### config.mk
export PLATFORM = sky130hd
export DESIGN_NAME = cpu_priority_irq_enables
export DESIGN_NICKNAME = d
export VERILOG_FILES = /design/src/logic/irq_ctrl_pkg.sv /design/src/logic/irq_request_gate.sv /design/src/logic/axil_regs_port.sv /design/src/logic/cpu_priority_irq_enables.sv
export SDC_FILE = /design/constraint.sdc
export NUM_CORES = 1
export LEC_CHECK = 0
export ABC_CLOCK_PERIOD_IN_PS = 3440
export BUFFER_PORTS_ARGS = -buffer_cell sky130_fd_sc_hd__buf_2
export CELL_PAD_IN_SITES_DETAIL_PLACEMENT = 1
export CELL_PAD_IN_SITES_GLOBAL_PLACEMENT = 1
export CORE_MARGIN = 2
export CORE_UTILIZATION = 44
export CTS_BUF_LIST = sky130_fd_sc_hd__clkbuf_4
export DETAILED_ROUTE_END_ITERATION = 10
export HOLD_SLACK_MARGIN = 0.15
export PLACE_DENSITY = 0.91
export REMOVE_ABC_BUFFERS = 1
export SKIP_LAST_GASP = 1
export SLEW_MARGIN = 20
export SYNTH_ARGS = -nofsm -noshare
export SYNTH_HDL_FRONTEND = slang
export SYNTH_HIERARCHICAL = 1
export SYNTH_SLANG_ARGS = --single-unit
### constraint.sdc
create_clock -name aclk -period 3.44 [get_ports aclk]
set_input_delay 0.516 -clock aclk [delete_from_list [all_inputs] [get_ports aclk]]
set_output_delay 0.516 -clock aclk [all_outputs]
set_load 0.05 [all_outputs]
### src/logic/irq_ctrl_pkg.sv
// Functional notes
// RL1 - Priority level is status msb over three low bits.
// RL2 - Software reads or clears msb; hardware sets; resets zero.
// RL3 - Unimplemented bits read zero, writes ignored.
// RL4 - Port one error request passes only when enabled.
// RL5 - Without port two, its enable reads zero.
// RL6 - Voltage and port two requests gated; enables reset zero.
package irq_ctrl_pkg;

   localparam int ADDR_W = 8;
   localparam int DATA_W = 32;

   // Register byte offsets.
   localparam logic [ADDR_W-1:0] CPU_CONTROL_OFFSET = 8'h00;
   localparam logic [ADDR_W-1:0] IRQ_ENABLE4_OFFSET = 8'h04;
   localparam logic [ADDR_W-1:0] EVENT_STATUS_OFFSET = 8'h08;
   localparam logic [ADDR_W-1:0] EVENT_MASK_OFFSET = 8'h0c;
   localparam logic [ADDR_W-1:0] PRIORITY_VIEW_OFFSET = 8'h10;

   // Field positions.
   localparam int PRIO_MSB_BIT = 3;
   localparam int VD_EN_BIT = 8;
   localparam int U2_EN_BIT = 2;
   localparam int U1_EN_BIT = 1;
   localparam int LOW_BITS_W = 3;
   localparam int LEVEL_W = 4;

   // Request gate lanes and event status bits.
   localparam int GATE_VD = 0;
   localparam int GATE_U1 = 1;
   localparam int GATE_U2 = 2;
   localparam int GATE_N = 3;
   localparam int EV_PRIO = 0;
   localparam int EV_VD = 1;
   localparam int EV_U1 = 2;
   localparam int EV_U2 = 3;
   localparam int EV_N = 4;

   // Values after reset.
   localparam logic PRIO_MSB_RESET = 1'b0;
   localparam logic ENABLE_RESET = 1'b0;
   localparam logic [EV_N-1:0] EVENT_RESET = 4'h0;

   // Bus responses.
   localparam logic [1:0] RESP_OKAY = 2'h0;
   localparam logic [1:0] RESP_DECERR = 2'h3;

endpackage

### src/logic/irq_request_gate.sv
`timescale 1ns/1ns
module irq_request_gate #(
   parameter int N = 3
) (
   // Clock and reset
   input  wire logic         aclk,
   input  wire logic         aresetn,
   // Requests and their enables
   input  wire logic [N-1:0] req,
   input  wire logic [N-1:0] en,
   // Forwarded requests
   output logic      [N-1:0] fwd
);
   import irq_ctrl_pkg::*;

   typedef struct packed {
      logic [N-1:0] fwd;
   } gate_s;

   gate_s        st;
   gate_s        next_st;
   logic [N-1:0] gated;

   genvar i;
   generate
      for (i = 0; i < N; i++) begin : g_lane
         assign gated[i] = req[i] & en[i];
      end
   endgenerate

   always_comb begin
      next_st = st;
      next_st.fwd = gated;
   end

   always_ff @(posedge aclk) begin
      if (!aresetn) begin
         st <= '0;
      end else begin
         st <= next_st;
      end
   end

   assign fwd = st.fwd;

endmodule

### src/logic/axil_regs_port.sv
`timescale 1ns/1ns
module axil_regs_port (
   // Clock and reset
   input  wire logic                             aclk,
   input  wire logic                             aresetn,
   // Write address and data
   input  wire logic [irq_ctrl_pkg::ADDR_W-1:0]  awaddr,
   input  wire logic                             awvalid,
   output logic                                  awready,
   input  wire logic [irq_ctrl_pkg::DATA_W-1:0]  wdata,
   input  wire logic [3:0]                       wstrb,
   input  wire logic                             wvalid,
   output logic                                  wready,
   // Write response
   output logic [1:0]                            bresp,
   output logic                                  bvalid,
   input  wire logic                             bready,
   // Read address and data
   input  wire logic [irq_ctrl_pkg::ADDR_W-1:0]  araddr,
   input  wire logic                             arvalid,
   output logic                                  arready,
   output logic [irq_ctrl_pkg::DATA_W-1:0]       rdata,
   output logic [1:0]                            rresp,
   output logic                                  rvalid,
   input  wire logic                             rready,
   // Register file side
   output logic                                  wr_en,
   output logic [irq_ctrl_pkg::ADDR_W-1:0]       wr_addr,
   output logic [irq_ctrl_pkg::DATA_W-1:0]       wr_data,
   output logic [3:0]                            wr_strb,
   input  wire logic                             wr_hit,
   output logic [irq_ctrl_pkg::ADDR_W-1:0]       rd_addr,
   input  wire logic [irq_ctrl_pkg::DATA_W-1:0]  rd_data,
   input  wire logic                             rd_hit
);
   import irq_ctrl_pkg::*;

   typedef struct packed {
      logic              aw_full;
      logic [ADDR_W-1:0] aw_addr;
      logic              w_full;
      logic [DATA_W-1:0] w_data;
      logic [3:0]        w_strb;
      logic              bvalid;
      logic [1:0]        bresp;
      logic              rvalid;
      logic [DATA_W-1:0] rdata;
      logic [1:0]        rresp;
   } port_s;

   port_s st;
   port_s next_st;
   logic  rd_en;

   // Address and data are held until both are in, in either order.
   assign wr_en = st.aw_full & st.w_full & ~st.bvalid;
   assign rd_en = arvalid & ~st.rvalid;

   always_comb begin
      next_st = st;
      if (awvalid && !st.aw_full) begin
         next_st.aw_full = 1'b1;
         next_st.aw_addr = awaddr;
      end
      if (wvalid && !st.w_full) begin
         next_st.w_full = 1'b1;
         next_st.w_data = wdata;
         next_st.w_strb = wstrb;
      end
      if (wr_en) begin
         next_st.aw_full = 1'b0;
         next_st.w_full = 1'b0;
         next_st.bvalid = 1'b1;
         next_st.bresp = wr_hit ? RESP_OKAY : RESP_DECERR;
      end
      if (st.bvalid && bready) begin
         next_st.bvalid = 1'b0;
      end
      if (rd_en) begin
         next_st.rvalid = 1'b1;
         next_st.rdata = rd_data;
         next_st.rresp = rd_hit ? RESP_OKAY : RESP_DECERR;
      end else if (st.rvalid && rready) begin
         next_st.rvalid = 1'b0;
      end
   end

   always_ff @(posedge aclk) begin
      if (!aresetn) begin
         st <= '0;
      end else begin
         st <= next_st;
      end
   end

   assign awready = ~st.aw_full;
   assign wready = ~st.w_full;
   assign bvalid = st.bvalid;
   assign bresp = st.bresp;
   assign arready = ~st.rvalid;
   assign rvalid = st.rvalid;
   assign rdata = st.rdata;
   assign rresp = st.rresp;
   assign wr_addr = st.aw_addr;
   assign wr_data = st.w_data;
   assign wr_strb = st.w_strb;
   assign rd_addr = araddr;

endmodule

### src/logic/cpu_priority_irq_enables.sv
// The register addresses and the AXI4-Lite interface to the registers are this design's own decisions.
`timescale 1ns/1ns
module cpu_priority_irq_enables #(
   parameter bit HAS_SERIAL_PORT2 = 1'b1
) (
   // Clock and reset
   input  wire logic                                 aclk,
   input  wire logic                                 aresetn,
   // AXI4-Lite write address and data
   input  wire logic [irq_ctrl_pkg::ADDR_W-1:0]      awaddr,
   input  wire logic                                 awvalid,
   output logic                                      awready,
   input  wire logic [irq_ctrl_pkg::DATA_W-1:0]      wdata,
   input  wire logic [3:0]                           wstrb,
   input  wire logic                                 wvalid,
   output logic                                      wready,
   // AXI4-Lite write response
   output logic [1:0]                                bresp,
   output logic                                      bvalid,
   input  wire logic                                 bready,
   // AXI4-Lite read
   input  wire logic [irq_ctrl_pkg::ADDR_W-1:0]      araddr,
   input  wire logic                                 arvalid,
   output logic                                      arready,
   output logic [irq_ctrl_pkg::DATA_W-1:0]           rdata,
   output logic [1:0]                                rresp,
   output logic                                      rvalid,
   input  wire logic                                 rready,
   // CPU core side
   input  wire logic [irq_ctrl_pkg::LOW_BITS_W-1:0]  priority_level_low_bits,
   input  wire logic                                 priority_msb_set,
   output logic [irq_ctrl_pkg::LEVEL_W-1:0]          priority_level,
   // Peripheral requests
   input  wire logic                                 voltage_detect_req,
   input  wire logic                                 serial_port1_error_req,
   input  wire logic                                 serial_port2_error_req,
   // Requests forwarded to the CPU
   output logic                                      voltage_detect_irq,
   output logic                                      serial_port1_error_irq,
   output logic                                      serial_port2_error_irq,
   // Summary interrupt
   output logic                                      event_irq
);
   import irq_ctrl_pkg::*;

   typedef struct packed {
      logic               msb;
      logic               en_vd;
      logic               en_u2;
      logic               en_u1;
      logic [EV_N-1:0]    status;
      logic [EV_N-1:0]    mask;
      logic [LEVEL_W-1:0] level;
   } ctrl_s;

   ctrl_s              st;
   ctrl_s              next_st;
   logic               wr_en;
   logic [ADDR_W-1:0]  wr_addr;
   logic [DATA_W-1:0]  wr_data;
   logic [3:0]         wr_strb;
   logic               wr_hit;
   logic [ADDR_W-1:0]  rd_addr;
   logic [DATA_W-1:0]  rd_data;
   logic               rd_hit;
   logic [ADDR_W-1:0]  wa;
   logic [ADDR_W-1:0]  ra;
   logic               clr_msb;
   logic [EV_N-1:0]    clr_ev;
   logic [EV_N-1:0]    events;
   logic [GATE_N-1:0]  gate_req;
   logic [GATE_N-1:0]  gate_en;
   logic [GATE_N-1:0]  gate_fwd;

   axil_regs_port u_port (
      .aclk    (aclk),
      .aresetn (aresetn),
      .awaddr  (awaddr),
      .awvalid (awvalid),
      .awready (awready),
      .wdata   (wdata),
      .wstrb   (wstrb),
      .wvalid  (wvalid),
      .wready  (wready),
      .bresp   (bresp),
      .bvalid  (bvalid),
      .bready  (bready),
      .araddr  (araddr),
      .arvalid (arvalid),
      .arready (arready),
      .rdata   (rdata),
      .rresp   (rresp),
      .rvalid  (rvalid),
      .rready  (rready),
      .wr_en   (wr_en),
      .wr_addr (wr_addr),
      .wr_data (wr_data),
      .wr_strb (wr_strb),
      .wr_hit  (wr_hit),
      .rd_addr (rd_addr),
      .rd_data (rd_data),
      .rd_hit  (rd_hit)
   );

   // Each request reaches the CPU one cycle after it meets its enable.
   assign gate_req[GATE_VD] = voltage_detect_req;
   assign gate_req[GATE_U1] = serial_port1_error_req;
   assign gate_req[GATE_U2] = serial_port2_error_req;
   assign gate_en[GATE_VD] = st.en_vd; // RL6
   assign gate_en[GATE_U1] = st.en_u1; // RL4
   assign gate_en[GATE_U2] = st.en_u2; // RL6

   irq_request_gate #(
      .N (GATE_N)
   ) u_gate (
      .aclk    (aclk),
      .aresetn (aresetn),
      .req     (gate_req),
      .en      (gate_en),
      .fwd     (gate_fwd)
   );

   // Word decode: the two low address bits are ignored.
   assign wa = {wr_addr[ADDR_W-1:2], 2'h0};
   assign ra = {rd_addr[ADDR_W-1:2], 2'h0};

   assign wr_hit = (wa == CPU_CONTROL_OFFSET) ||
                   (wa == IRQ_ENABLE4_OFFSET) ||
                   (wa == EVENT_STATUS_OFFSET) ||
                   (wa == EVENT_MASK_OFFSET) ||
                   (wa == PRIORITY_VIEW_OFFSET);

   // Only a zero written to the status bit clears it.
   assign clr_msb = wr_en && (wa == CPU_CONTROL_OFFSET) && wr_strb[0] &&
                    !wr_data[PRIO_MSB_BIT];

   assign clr_ev = (wr_en && (wa == EVENT_STATUS_OFFSET) && wr_strb[0]) ?
                   wr_data[EV_N-1:0] : EVENT_RESET;

   always_comb begin
      events = EVENT_RESET;
      events[EV_PRIO] = priority_msb_set;
      events[EV_VD] = gate_fwd[GATE_VD];
      events[EV_U1] = gate_fwd[GATE_U1];
      events[EV_U2] = gate_fwd[GATE_U2];
   end

   always_comb begin
      next_st = st;
      // Hardware set outranks a clear in the same cycle.
      next_st.msb = (st.msb & ~clr_msb) | priority_msb_set; // RL2
      if (wr_en && (wa == IRQ_ENABLE4_OFFSET)) begin
         if (wr_strb[1]) begin
            next_st.en_vd = wr_data[VD_EN_BIT]; // RL6
         end
         if (wr_strb[0]) begin
            next_st.en_u1 = wr_data[U1_EN_BIT]; // RL4
            next_st.en_u2 = HAS_SERIAL_PORT2 & wr_data[U2_EN_BIT]; // RL5
         end
      end
      next_st.status = (st.status & ~clr_ev) | events;
      if (wr_en && (wa == EVENT_MASK_OFFSET) && wr_strb[0]) begin
         next_st.mask = wr_data[EV_N-1:0];
      end
      next_st.level = {next_st.msb, priority_level_low_bits}; // RL1
   end

   always_ff @(posedge aclk) begin
      if (!aresetn) begin
         st.msb <= PRIO_MSB_RESET; // RL2
         st.en_vd <= ENABLE_RESET; // RL6
         st.en_u2 <= ENABLE_RESET;
         st.en_u1 <= ENABLE_RESET;
         st.status <= EVENT_RESET;
         st.mask <= EVENT_RESET;
         st.level <= '0;
      end else begin
         st <= next_st;
      end
   end

   // Reads have no side effect, so decoding straight from the bus address
   // is safe; the port registers the word when it takes the request.
   // Read mux; every bit not listed stays zero.
   always_comb begin
      rd_data = '0;
      rd_hit = 1'b1;
      case (ra)
         CPU_CONTROL_OFFSET: begin
            rd_data[PRIO_MSB_BIT] = st.msb; // RL3
         end
         IRQ_ENABLE4_OFFSET: begin
            rd_data[VD_EN_BIT] = st.en_vd; // RL3
            rd_data[U2_EN_BIT] = st.en_u2 & HAS_SERIAL_PORT2; // RL5
            rd_data[U1_EN_BIT] = st.en_u1;
         end
         EVENT_STATUS_OFFSET: begin
            rd_data[EV_N-1:0] = st.status;
         end
         EVENT_MASK_OFFSET: begin
            rd_data[EV_N-1:0] = st.mask;
         end
         PRIORITY_VIEW_OFFSET: begin
            rd_data[LEVEL_W-1:0] = st.level;
         end
         default: begin
            rd_hit = 1'b0;
         end
      endcase
   end

   assign priority_level = st.level;
   assign voltage_detect_irq = gate_fwd[GATE_VD];
   assign serial_port1_error_irq = gate_fwd[GATE_U1];
   assign serial_port2_error_irq = gate_fwd[GATE_U2];
   assign event_irq = |(st.status & st.mask);
endmodule

==> results of run 1 <==
## power by group through the flow
stage	combinational, uW	sequential, uW	clock (uW)
2_1_floorplan	94.8	967	0
3_3_place_gp	262	877	0
3_5_place_dp	268	880	0
4_1_cts	269	862	688
5_1_grt	292	867	715
6_report	268	861	663
## metrics by stage
step	cells	hold slack (ns)	util [%]	setup WS, ns
3_3_place_gp	502	0.437	45.6	1.57
4_1_cts	518	0.274	48.1	1.63
5_1_grt	518	0.278	48.1	1.45
3_5_place_dp	502	0.449	45.6	1.52
2_1_floorplan	321	0.430	-	1.82
6_report	518	0.303	48.1	1.66
## flip-flops by register name, summed over array words and instances (netlist names)
| register | cells |
|---|---|
| gate_en | 3 |
| u_gate/fwd | 3 |
| u_port/wr_strb | 2 |
| u_port/wr_data | 5 |
| u_port/st | 2 |
| u_port/bvalid | 1 |
| u_port/rvalid | 1 |
| st | 9 |
| priority_level | 3 |
| u_port/wr_addr | 6 |
| u_port/rresp | 1 |
| u_port/rdata | 32 |
| u_port/bresp | 1 |
## layout make-up
type                    instances  area [um^2]
repair buffers                 82          415
clock buffers                   9         67.6
fillers                       903         3800
inverters                       8         30.0
flip-flops and latches         69         1380
clock inverters                 7          114
multi-input cells             244         1400
well taps                      99          124
## routing by layer
layer	wire length [um]	GRT usage [%]	part of all wire, %
met1	2940	19.5	44
met2	3330	29.9	50
met3	297	3.15	4.4
met4	125	7.45	1.9
met5	0	0	0
## path summary, 6_finish.rpt
check / depth (start not counted) / endpoint
min reg2reg: 2 / u_port/rdata[3]$_SDFFE_PN0P_
max reg2reg: 4 / st[9]$_SDFF_PN0_
max: 3 / event_irq
min: 2 / priority_level[0]$_SDFF_PN0_
## cells in the final DEF, fill, tap and decap left out, types with 2 or more instances in the layout
| master | count |
|---|---|
| inv_1 | 8 |
| nor2b_1 | 9 |
| o21a_1 | 2 |
| conb_1 | 27 |
| a21boi_0 | 27 |
| dfxtp_1 | 69 |
| clkinvlp_4 | 2 |
| nor4bb_1 | 2 |
| o21ai_0 | 7 |
| and3_1 | 4 |
| nand2b_1 | 2 |
| mux2i_1 | 17 |
| nor2_1 | 5 |
| a31oi_1 | 4 |
| buf_2 | 80 |
| clkbuf_4 | 9 |
| bufinv_16 | 3 |
| a21boi_1 | 12 |
| or3_4 | 2 |
| and2_1 | 4 |
| a221o_1 | 2 |
| a22oi_1 | 2 |
| nand3_1 | 2 |
| o211a_1 | 3 |
| nor3_1 | 6 |
| nand2_1 | 94 |
| buf_4 | 2 |
## worst max-delay path: cells and delay by family, from the launching register on
kind                   cells  cell delay, ns
and+or+nand+nor            1            0.10
AOI/OAI and AO/OA          1            0.20
DFF                        1            0.34
buffers and inverters      1            0.22
==> results.yml, run 1 <==
floorplan:
  row_count: 31
  pin_count: 115
  die_y_um: 91.4
  die_w_um: 91.4
  die-area_um2: 8350
  start_util_pct: 45.8
  coreArea_um2: 7330
clock_tree:
  hold_buffers: 0
  cts.root.buffer_cell: "clkbuf_4"
  cts_setup_buffers: 0
  cts_resized: 0
  clock-sinks: 69
  clk_latency_ns: 0.41
  cts_made_buffers: 9
  cts_max_level: 3
  clkTransAtPathRegs_ns: 0.12
  clk_path_buf_depth: 2
  cts_tree: "yes"
layout:
  final_area_um2: 3530
  syn2layout_area_growth_pct: 5.03
  nets: 480
  diodes: 0
  drive_above_1_share_pct: 24.8
sta:
  tightest_slew_ns: 0.698
  fin_tns_setup_ns: 0
  finalSetupViolations: 0
  fin_crit_sh_pct: 51.7
  max_slew_margin_pct: 53.4
  rsz0062_at_grt: "false"
  period_needed_ns: 1.78
  fmax_ghz: 0.563
  finalHoldViolations: 0
  finalClockSkew_ns: 0.0104
  slew_violations: 0
global_routing:
  grtUsageTotal_pct: 16.8
  grt_max_degree: 75
  grt_overflow_total: 0
  grt_first_pass_wirelength_mm: 11.4
  grt_antenna_before_repair: 0
  grt_pass1_vias: 2479
placed_design:
  gp_congestion: 0.736
  hpwlAfterDp_mm: 4.79
  io_buffers: 81
  place_area_um2: 3340
routing:
  totalWireLength_mm: 6.69
  drtAntennaViolNets: 0
  viasPerCell: 4.67
  firstDrtPassIters: 4
  drc: 0
  vias: 2418
  drtIter0Drc: 39
  avgRoutedWirePerCell_um: 12.9
power_and_ir_drop:
  powerDensity_nw_per_um2: 508
  intPower_uw: 1280
  max-vdd-ir-drop_uv: 214
  pwr-share-seq_pct: 48.0
  p_leak_uw: 0.00161
  total_power_uw: 1790
  clock_power_share_pct: 37.0
  share_comb_of_total_power_pct: 15.0
  p_sw_share_pct: 28.7
  net-switching-power_uw: 515
worst_hold_path:
  min_from: "priority_level_low_bits[0]"
  worstHoldPathType: "in -> reg"
critical_path:
  cp_slowest_cell: "dfxtp_1"
  start_kind: "flip-flop"
  crit_required_ns: 2.92
  critPathMaxStageDelay_ns: 0.34
  reg2reg_slack_ns: 1.76
  crit_chain: "a22oi_1, nand2_1, buf_2"
  worst_ep_arrival_time_ns: 1.26
  critical_path_class: "reg -> out"
  rr_startpoint: "u_port/st[74]$_SDFFE_PP0P_"
  cp-end-kind: "primary output"
  crit_start: "st[11]$_SDFF_PN0_"
  crit_fanout: 3
run:
  maxCapViolCount: 0
logic_synthesis:
  syn_avg_cell_area_um2: 8.79
  yosysWarnings: 6
  syn-cell-area_um2: 3360
  synthCells: 382
outcome:
  status: "complete, no violations"
No activity file was read; power rests on OpenSTA's default activity.
==> inputs of run 2 (changes only) <==
--- a/config.mk
+++ b/config.mk
@@ -5,16 +5,16 @@
 export SDC_FILE = /design/constraint.sdc
 export NUM_CORES = 1
 export LEC_CHECK = 0
-export ABC_CLOCK_PERIOD_IN_PS = 3440
+export ABC_CLOCK_PERIOD_IN_PS = 1700
 export BUFFER_PORTS_ARGS = -buffer_cell sky130_fd_sc_hd__buf_2
 export CELL_PAD_IN_SITES_DETAIL_PLACEMENT = 1
 export CELL_PAD_IN_SITES_GLOBAL_PLACEMENT = 1
 export CORE_MARGIN = 2
-export CORE_UTILIZATION = 44
+export CORE_UTILIZATION = 42
 export CTS_BUF_LIST = sky130_fd_sc_hd__clkbuf_4
 export DETAILED_ROUTE_END_ITERATION = 10
 export HOLD_SLACK_MARGIN = 0.15
-export PLACE_DENSITY = 0.91
+export PLACE_DENSITY = 0.88
 export REMOVE_ABC_BUFFERS = 1
 export SKIP_LAST_GASP = 1
 export SLEW_MARGIN = 20
==> constraint.sdc (replaced) <==
create_clock -name aclk -period 1.7 [get_ports aclk]
set_input_delay 0.255 -clock aclk [delete_from_list [all_inputs] [get_ports aclk]]
set_output_delay 0.255 -clock aclk [all_outputs]
set_load 0.05 [all_outputs]
==> results.yml, run 2 (synthesis results as in run 1) <==
outcome:
  status: "complete, no violations"
critical_path:
  critPathMaxStageDelay_ns: 0.42
  start_kind: "flip-flop"
  crit_required_ns: 2.00
  cp_slowest_cell: "dfxtp_1"
  cp-end-kind: "flip-flop"
  worst-path-buf-inv: 0
  crit_family: "simple AND/OR/NAND/NOR gates"
  cp.depth: 4
  r2r_cells: 4
  crit_fanout: 5
  crit_chain: "and3b_1, nor4bb_2, nand3_1, mux2i_1"
  worst_ep_arrival_time_ns: 1.90
  critical_path_class: "reg -> reg"
global_routing:
  grt_antenna_before_repair: 0
  grt_pass1_vias: 2645
  grt_max_degree: 33
  grt_first_pass_wirelength_mm: 11.9
  grt_overflow_total: 0
  grtUsageTotal_pct: 17.4
routing:
  vias: 2574
  drc: 0
  drtIter0Drc: 34
  drtAntennaViolNets: 0
  totalWireLength_mm: 7.40
  firstDrtPassIters: 4
  avgRoutedWirePerCell_um: 13.5
  viasPerCell: 4.68
sta:
  fmax_ghz: 0.625
  fin_crit_sh_pct: 94.1
  finalHoldViolations: 0
  slew_violations: 0
  finalClockSkew_ns: 0.0132
  period_needed_ns: 1.60
  finalSetupViolations: 0
  whs_ns: 0.291
placed_design:
  gp_congestion: 0.764
  hpwlAfterDp_mm: 5.14
  io_buffers: 81
  place_area_um2: 3410
  dp_cells: 511
clock_tree:
  clock-sinks: 69
  cts.root.buffer_cell: "clkbuf_4"
  clkTransAtPathRegs_ns: 0.11
  cts_setup_buffers: 0
  clk_latency_ns: 0.42
  clk_path_buf_depth: 2
  cts_made_buffers: 9
  cts_max_level: 3
  cts_tree: "yes"
floorplan:
  row_count: 32
  start_util_pct: 43.5
  die_w_um: 93.4
  die_y_um: 93.4
  pin_count: 115
  coreArea_um2: 7730
  die-area_um2: 8730
layout:
  drive_above_1_share_pct: 24.3
  fin_cells: 550
  syn2layout_area_growth_pct: 12.6
  final_area_um2: 3780
  layout_common_cells: "94 x nand2_1, 81 x buf_2, 69 x dfxtp_1"
  largest_reg_flops: 32
  nets: 511
  layout_commonest_cell: "nand2_1"
  diodes: 0
  fillers: 958
worst_hold_path:
  hold_depth: 4
  worstHoldPathType: "in -> reg"
power_and_ir_drop:
  total_power_uw: 3370
  max-vdd-ir-drop_uv: 409
  powerDensity_nw_per_um2: 891
  p_leak_uw: 0.00173
run:
  maxCapViolCount: 0
run 2: changes by cell type in the layout (fill, tap and decap cells not counted), sizes merged:
cell	change
buf	+6
bufinv	-2
clkbuf	+2
dlygate4sd3	+25
clkinvlp	-2
run 2: worst paths after layout:
path                                      from                            to  slack (ns)
setup / recovery    u_port/st[74]$_SDFFE_PP0P_       gate_en[1]$_SDFFE_PN0P_        0.10
hold reg to reg   u_port/rdata[3]$_SDFFE_PN0P_  u_port/rdata[3]$_SDFFE_PN0P_        0.46
setup reg to reg    u_port/st[74]$_SDFFE_PP0P_       gate_en[1]$_SDFFE_PN0P_        0.10
hold / removal                       araddr[4]  u_port/rresp[0]$_SDFFE_PN0P_        0.29
run 2: worst reg2reg max path, delay by kind of cell (launching register included):
family        cells  cell delay, ns
simple gates      3            0.88
flops             1            0.42
mux               1            0.18
run 2: per-layer routing:
metal | global-route usage, % | vias to the layer above | share of wire (%)
li1 | - | 1278 | -
met1 | 18.8 | 1222 | 42
met2 | 32.3 | 62 | 51
met3 | 3.46 | 12 | 4.3
met4 | 8.21 | 0 | 2.1
met5 | 0 | - | 0
run 2: stage by stage:
stage / setup WS (ns) / utilization, % / TNS (ns)
final: 0.101 / 49.0 / 0
after global routing: -0.00309 / 49.0 / -0.00309
after CTS: 0.102 / 48.9 / 0
after detailed placement: 0.0680 / 44.1 / 0
after global placement: 0.169 / 44.1 / 0
after floorplan: 0.0751 / - / 0
run 2: power by group:
part / internal, uW / switching [uW] / total (uW)
Clock: 460 / 560 / 1020
Sequential: 1690 / 54.4 / 1750
Combinational: 205 / 401 / 606
Total: 2360 / 1020 / 3370
run 2: cell type report:
| cell class | instances | area (um^2) | share of cell area [%] |
|---|---|---|---|
| multi-input combinational | 244 | 1400 | 37.1 |
| sequential | 69 | 1380 | 36.5 |
| timing repair buffer | 113 | 721 | 19.0 |
| tap | 102 | 128 | 3.37 |
| clock buffer | 11 | 82.6 | 2.18 |
| clock inverter | 3 | 38.8 | 1.03 |
| inverter | 8 | 30.0 | 0.794 |
run 2: what timing repair did:
action	in CTS	in global routing
setup endpoints to repair	0	2
hold buffers	25	0
gates resized for setup	0	1
endpoints found under the hold margin	24	0
==> inputs of run 3 (changes only) <==
--- a/config.mk
+++ b/config.mk
@@ -9,6 +9,7 @@
 export BUFFER_PORTS_ARGS = -buffer_cell sky130_fd_sc_hd__buf_2
 export CELL_PAD_IN_SITES_DETAIL_PLACEMENT = 1
 export CELL_PAD_IN_SITES_GLOBAL_PLACEMENT = 1
+export CORE_ASPECT_RATIO = 0.6
 export CORE_MARGIN = 2
 export CORE_UTILIZATION = 42
 export CTS_BUF_LIST = sky130_fd_sc_hd__clkbuf_4
==> results.yml, run 3 (synthesis results as in run 1) <==
global_routing:
  grt_max_degree: 47
  grt_antenna_before_repair: 0
  grt_overflow_total: 0
  grtUsageTotal_pct: 18.9
  grt_first_pass_wirelength_mm: 12.6
  grt_pass1_vias: 2628
layout:
  drive_above_1_share_pct: 24.2
  fin_cells: 559
  largest_reg_flops: 32
  final_util_pct: 48.4
  diodes: 0
  layout_commonest_cell: "nand2_1"
  fillers: 979
  layout_common_cells: "94 x nand2_1, 81 x buf_2, 69 x dfxtp_1"
  nets: 512
  syn2layout_area_growth_pct: 12.7
clock_tree:
  clk_latency_ns: 0.43
  cts_tree: "yes"
  cts_max_level: 3
  cts.root.buffer_cell: "clkbuf_4"
  cts_made_buffers: 9
  clkTransAtPathRegs_ns: 0.11
  clk_path_buf_depth: 2
  clock-sinks: 69
critical_path:
  crit_chain: "dlygate4sd3_1, buf_2, buf_4, o211a_1, dlygate4sd3_1"
  cp_common_cell: "dlygate4sd3_1"
  start_kind: "input pin"
  crit_start: "aresetn"
  r2r-end: "st[7]$_SDFFE_PN0P_"
  r2r_cells: 4
  crit_required_ns: 2.08
  crit_fanout: 25
  cp_slowest_cell: "dlygate4sd3_1"
  cp-end-kind: "flip-flop"
  reg2reg_slack_ns: 0.16
  rr_startpoint: "u_port/st[74]$_SDFFE_PP0P_"
  critPathMaxStageDelay_ns: 0.55
  worst_ep_arrival_time_ns: 1.98
  critical_path_class: "in -> reg"
worst_hold_path:
  hold_end: "u_port/rresp[0]$_SDFFE_PN0P_"
  hold_depth: 4
  min_from: "araddr[4]"
  worstHoldPathType: "in -> reg"
placed_design:
  gp_congestion: 0.736
  io_buffers: 81
  hpwlAfterDp_mm: 5.30
  dp_cells: 517
sta:
  tightest_slew_ns: 0.522
  fin_crit_sh_pct: 94.2
  period_needed_ns: 1.60
  finalClockSkew_ns: 0.00535
  slew_violations: 0
  finalSetupViolations: 0
  finalHoldViolations: 0
  max_slew_margin_pct: 64.9
  fmax_ghz: 0.624
  whs_ns: 0.283
power_and_ir_drop:
  p_sw_share_pct: 32.3
  max-vdd-ir-drop_uv: 489
  p_leak_uw: 0.00172
  powerDensity_nw_per_um2: 848
  share_comb_of_total_power_pct: 19.2
  intPower_uw: 2170
  pwr-share-seq_pct: 54.4
  net-switching-power_uw: 1040
  clock_power_share_pct: 26.4
routing:
  drc: 0
  viasPerCell: 4.67
  totalWireLength_mm: 7.66
  avgRoutedWirePerCell_um: 13.7
  vias: 2613
  drtIter0Drc: 116
  firstDrtPassIters: 4
  drtAntennaViolNets: 0
floorplan:
  row_count: 25
  coreArea_um2: 7820
  die_y_um: 73.3
  start_util_pct: 43.0
  die-area_um2: 8750
  pin_count: 115
  die_w_um: 119
run:
  maxCapViolCount: 0
outcome:
  status: "complete, no violations"
==> run 3: changes by cell type in the layout (fill, tap and decap cells not counted), sizes merged <==
cell	delta
clkinv	+4
clkbuf	-2
bufinv	-1
clkinvlp	+1
dlygate4sd3	+1
==> run 3: cell type report <==
class,count,area [um^2],share of cell area (%)
tap,108,135,3.57
clock buffer,9,67.6,1.79
sequential,69,1380,36.5
clock inverter,7,32.5,0.860
multi-input combinational,244,1410,37.2
timing repair buffer,114,731,19.3
inverter,8,30.0,0.793
==> run 3: worst max-delay path: cells and delay by family <==
kind	cells	cell delay, ns
compound gates	1	0.20
buf+inv	4	1.51
==> run 3: through the flow <==
step	instance area [um^2]	power, uW	setup TNS (ns)	setup WS, ns
CTS	3770	3260	0	0.0418
detailed placement	3410	2340	0	0.0608
global placement	3410	2320	0	0.150
global route	3780	3400	-0.000637	-0.000637
floorplan	2810	2150	0	0.0751
finish	3780	3210	0	0.0987
==> run 3: what timing repair did <==
| action | CTS | global route |
|---|---|---|
| setup buffers | 0 | 0 |
| setup endpoints to repair | 0 | 2 |
| hold buffers | 26 | 0 |
| endpoints found under the hold margin | 28 | 0 |
| resized for setup | 0 | 2 |
==> run 3: how the worst max path moves through the flow <==
| stage | cells after the start | slack (ns) | end |
|---|---|---|---|
| after floorplan | 3 | 0.08 | u_port/rresp[0]$_SDFFE_PN0P_ |
| after global placement | 6 | 0.15 | u_port/rdata[2]$_SDFFE_PN0P_ |
| after global routing | 4 | -0.0006 | gate_en[1]$_SDFFE_PN0P_ |
| after CTS | 4 | 0.04 | gate_en[1]$_SDFFE_PN0P_ |
| final | 5 | 0.1 | u_port/rvalid$_SDFFE_PN0P_ |
| after detailed placement | 4 | 0.06 | gate_en[1]$_SDFFE_PN0P_ |
==> run 3: per-layer routing <==
| metal | wire length (um) | track usage, % | vias up |
|---|---|---|---|
| met2 | 3520 | 31.0 | 83 |
| met3 | 436 | 6.44 | 13 |
| met4 | 129 | 7.45 | 0 |
| met5 | 0 | 0 | - |
| met1 | 3580 | 23.1 | 1231 |
| li1 | - | - | 1286 |
==> run 3: power groups by stage <==
stage / clock network, uW / registers [uW] / logic (uW)
after detailed placement: 0 / 1780 / 563
after global placement: 0 / 1780 / 548
after CTS: 904 / 1750 / 609
after global routing: 980 / 1760 / 665
after floorplan: 0 / 1960 / 192
final: 849 / 1750 / 616
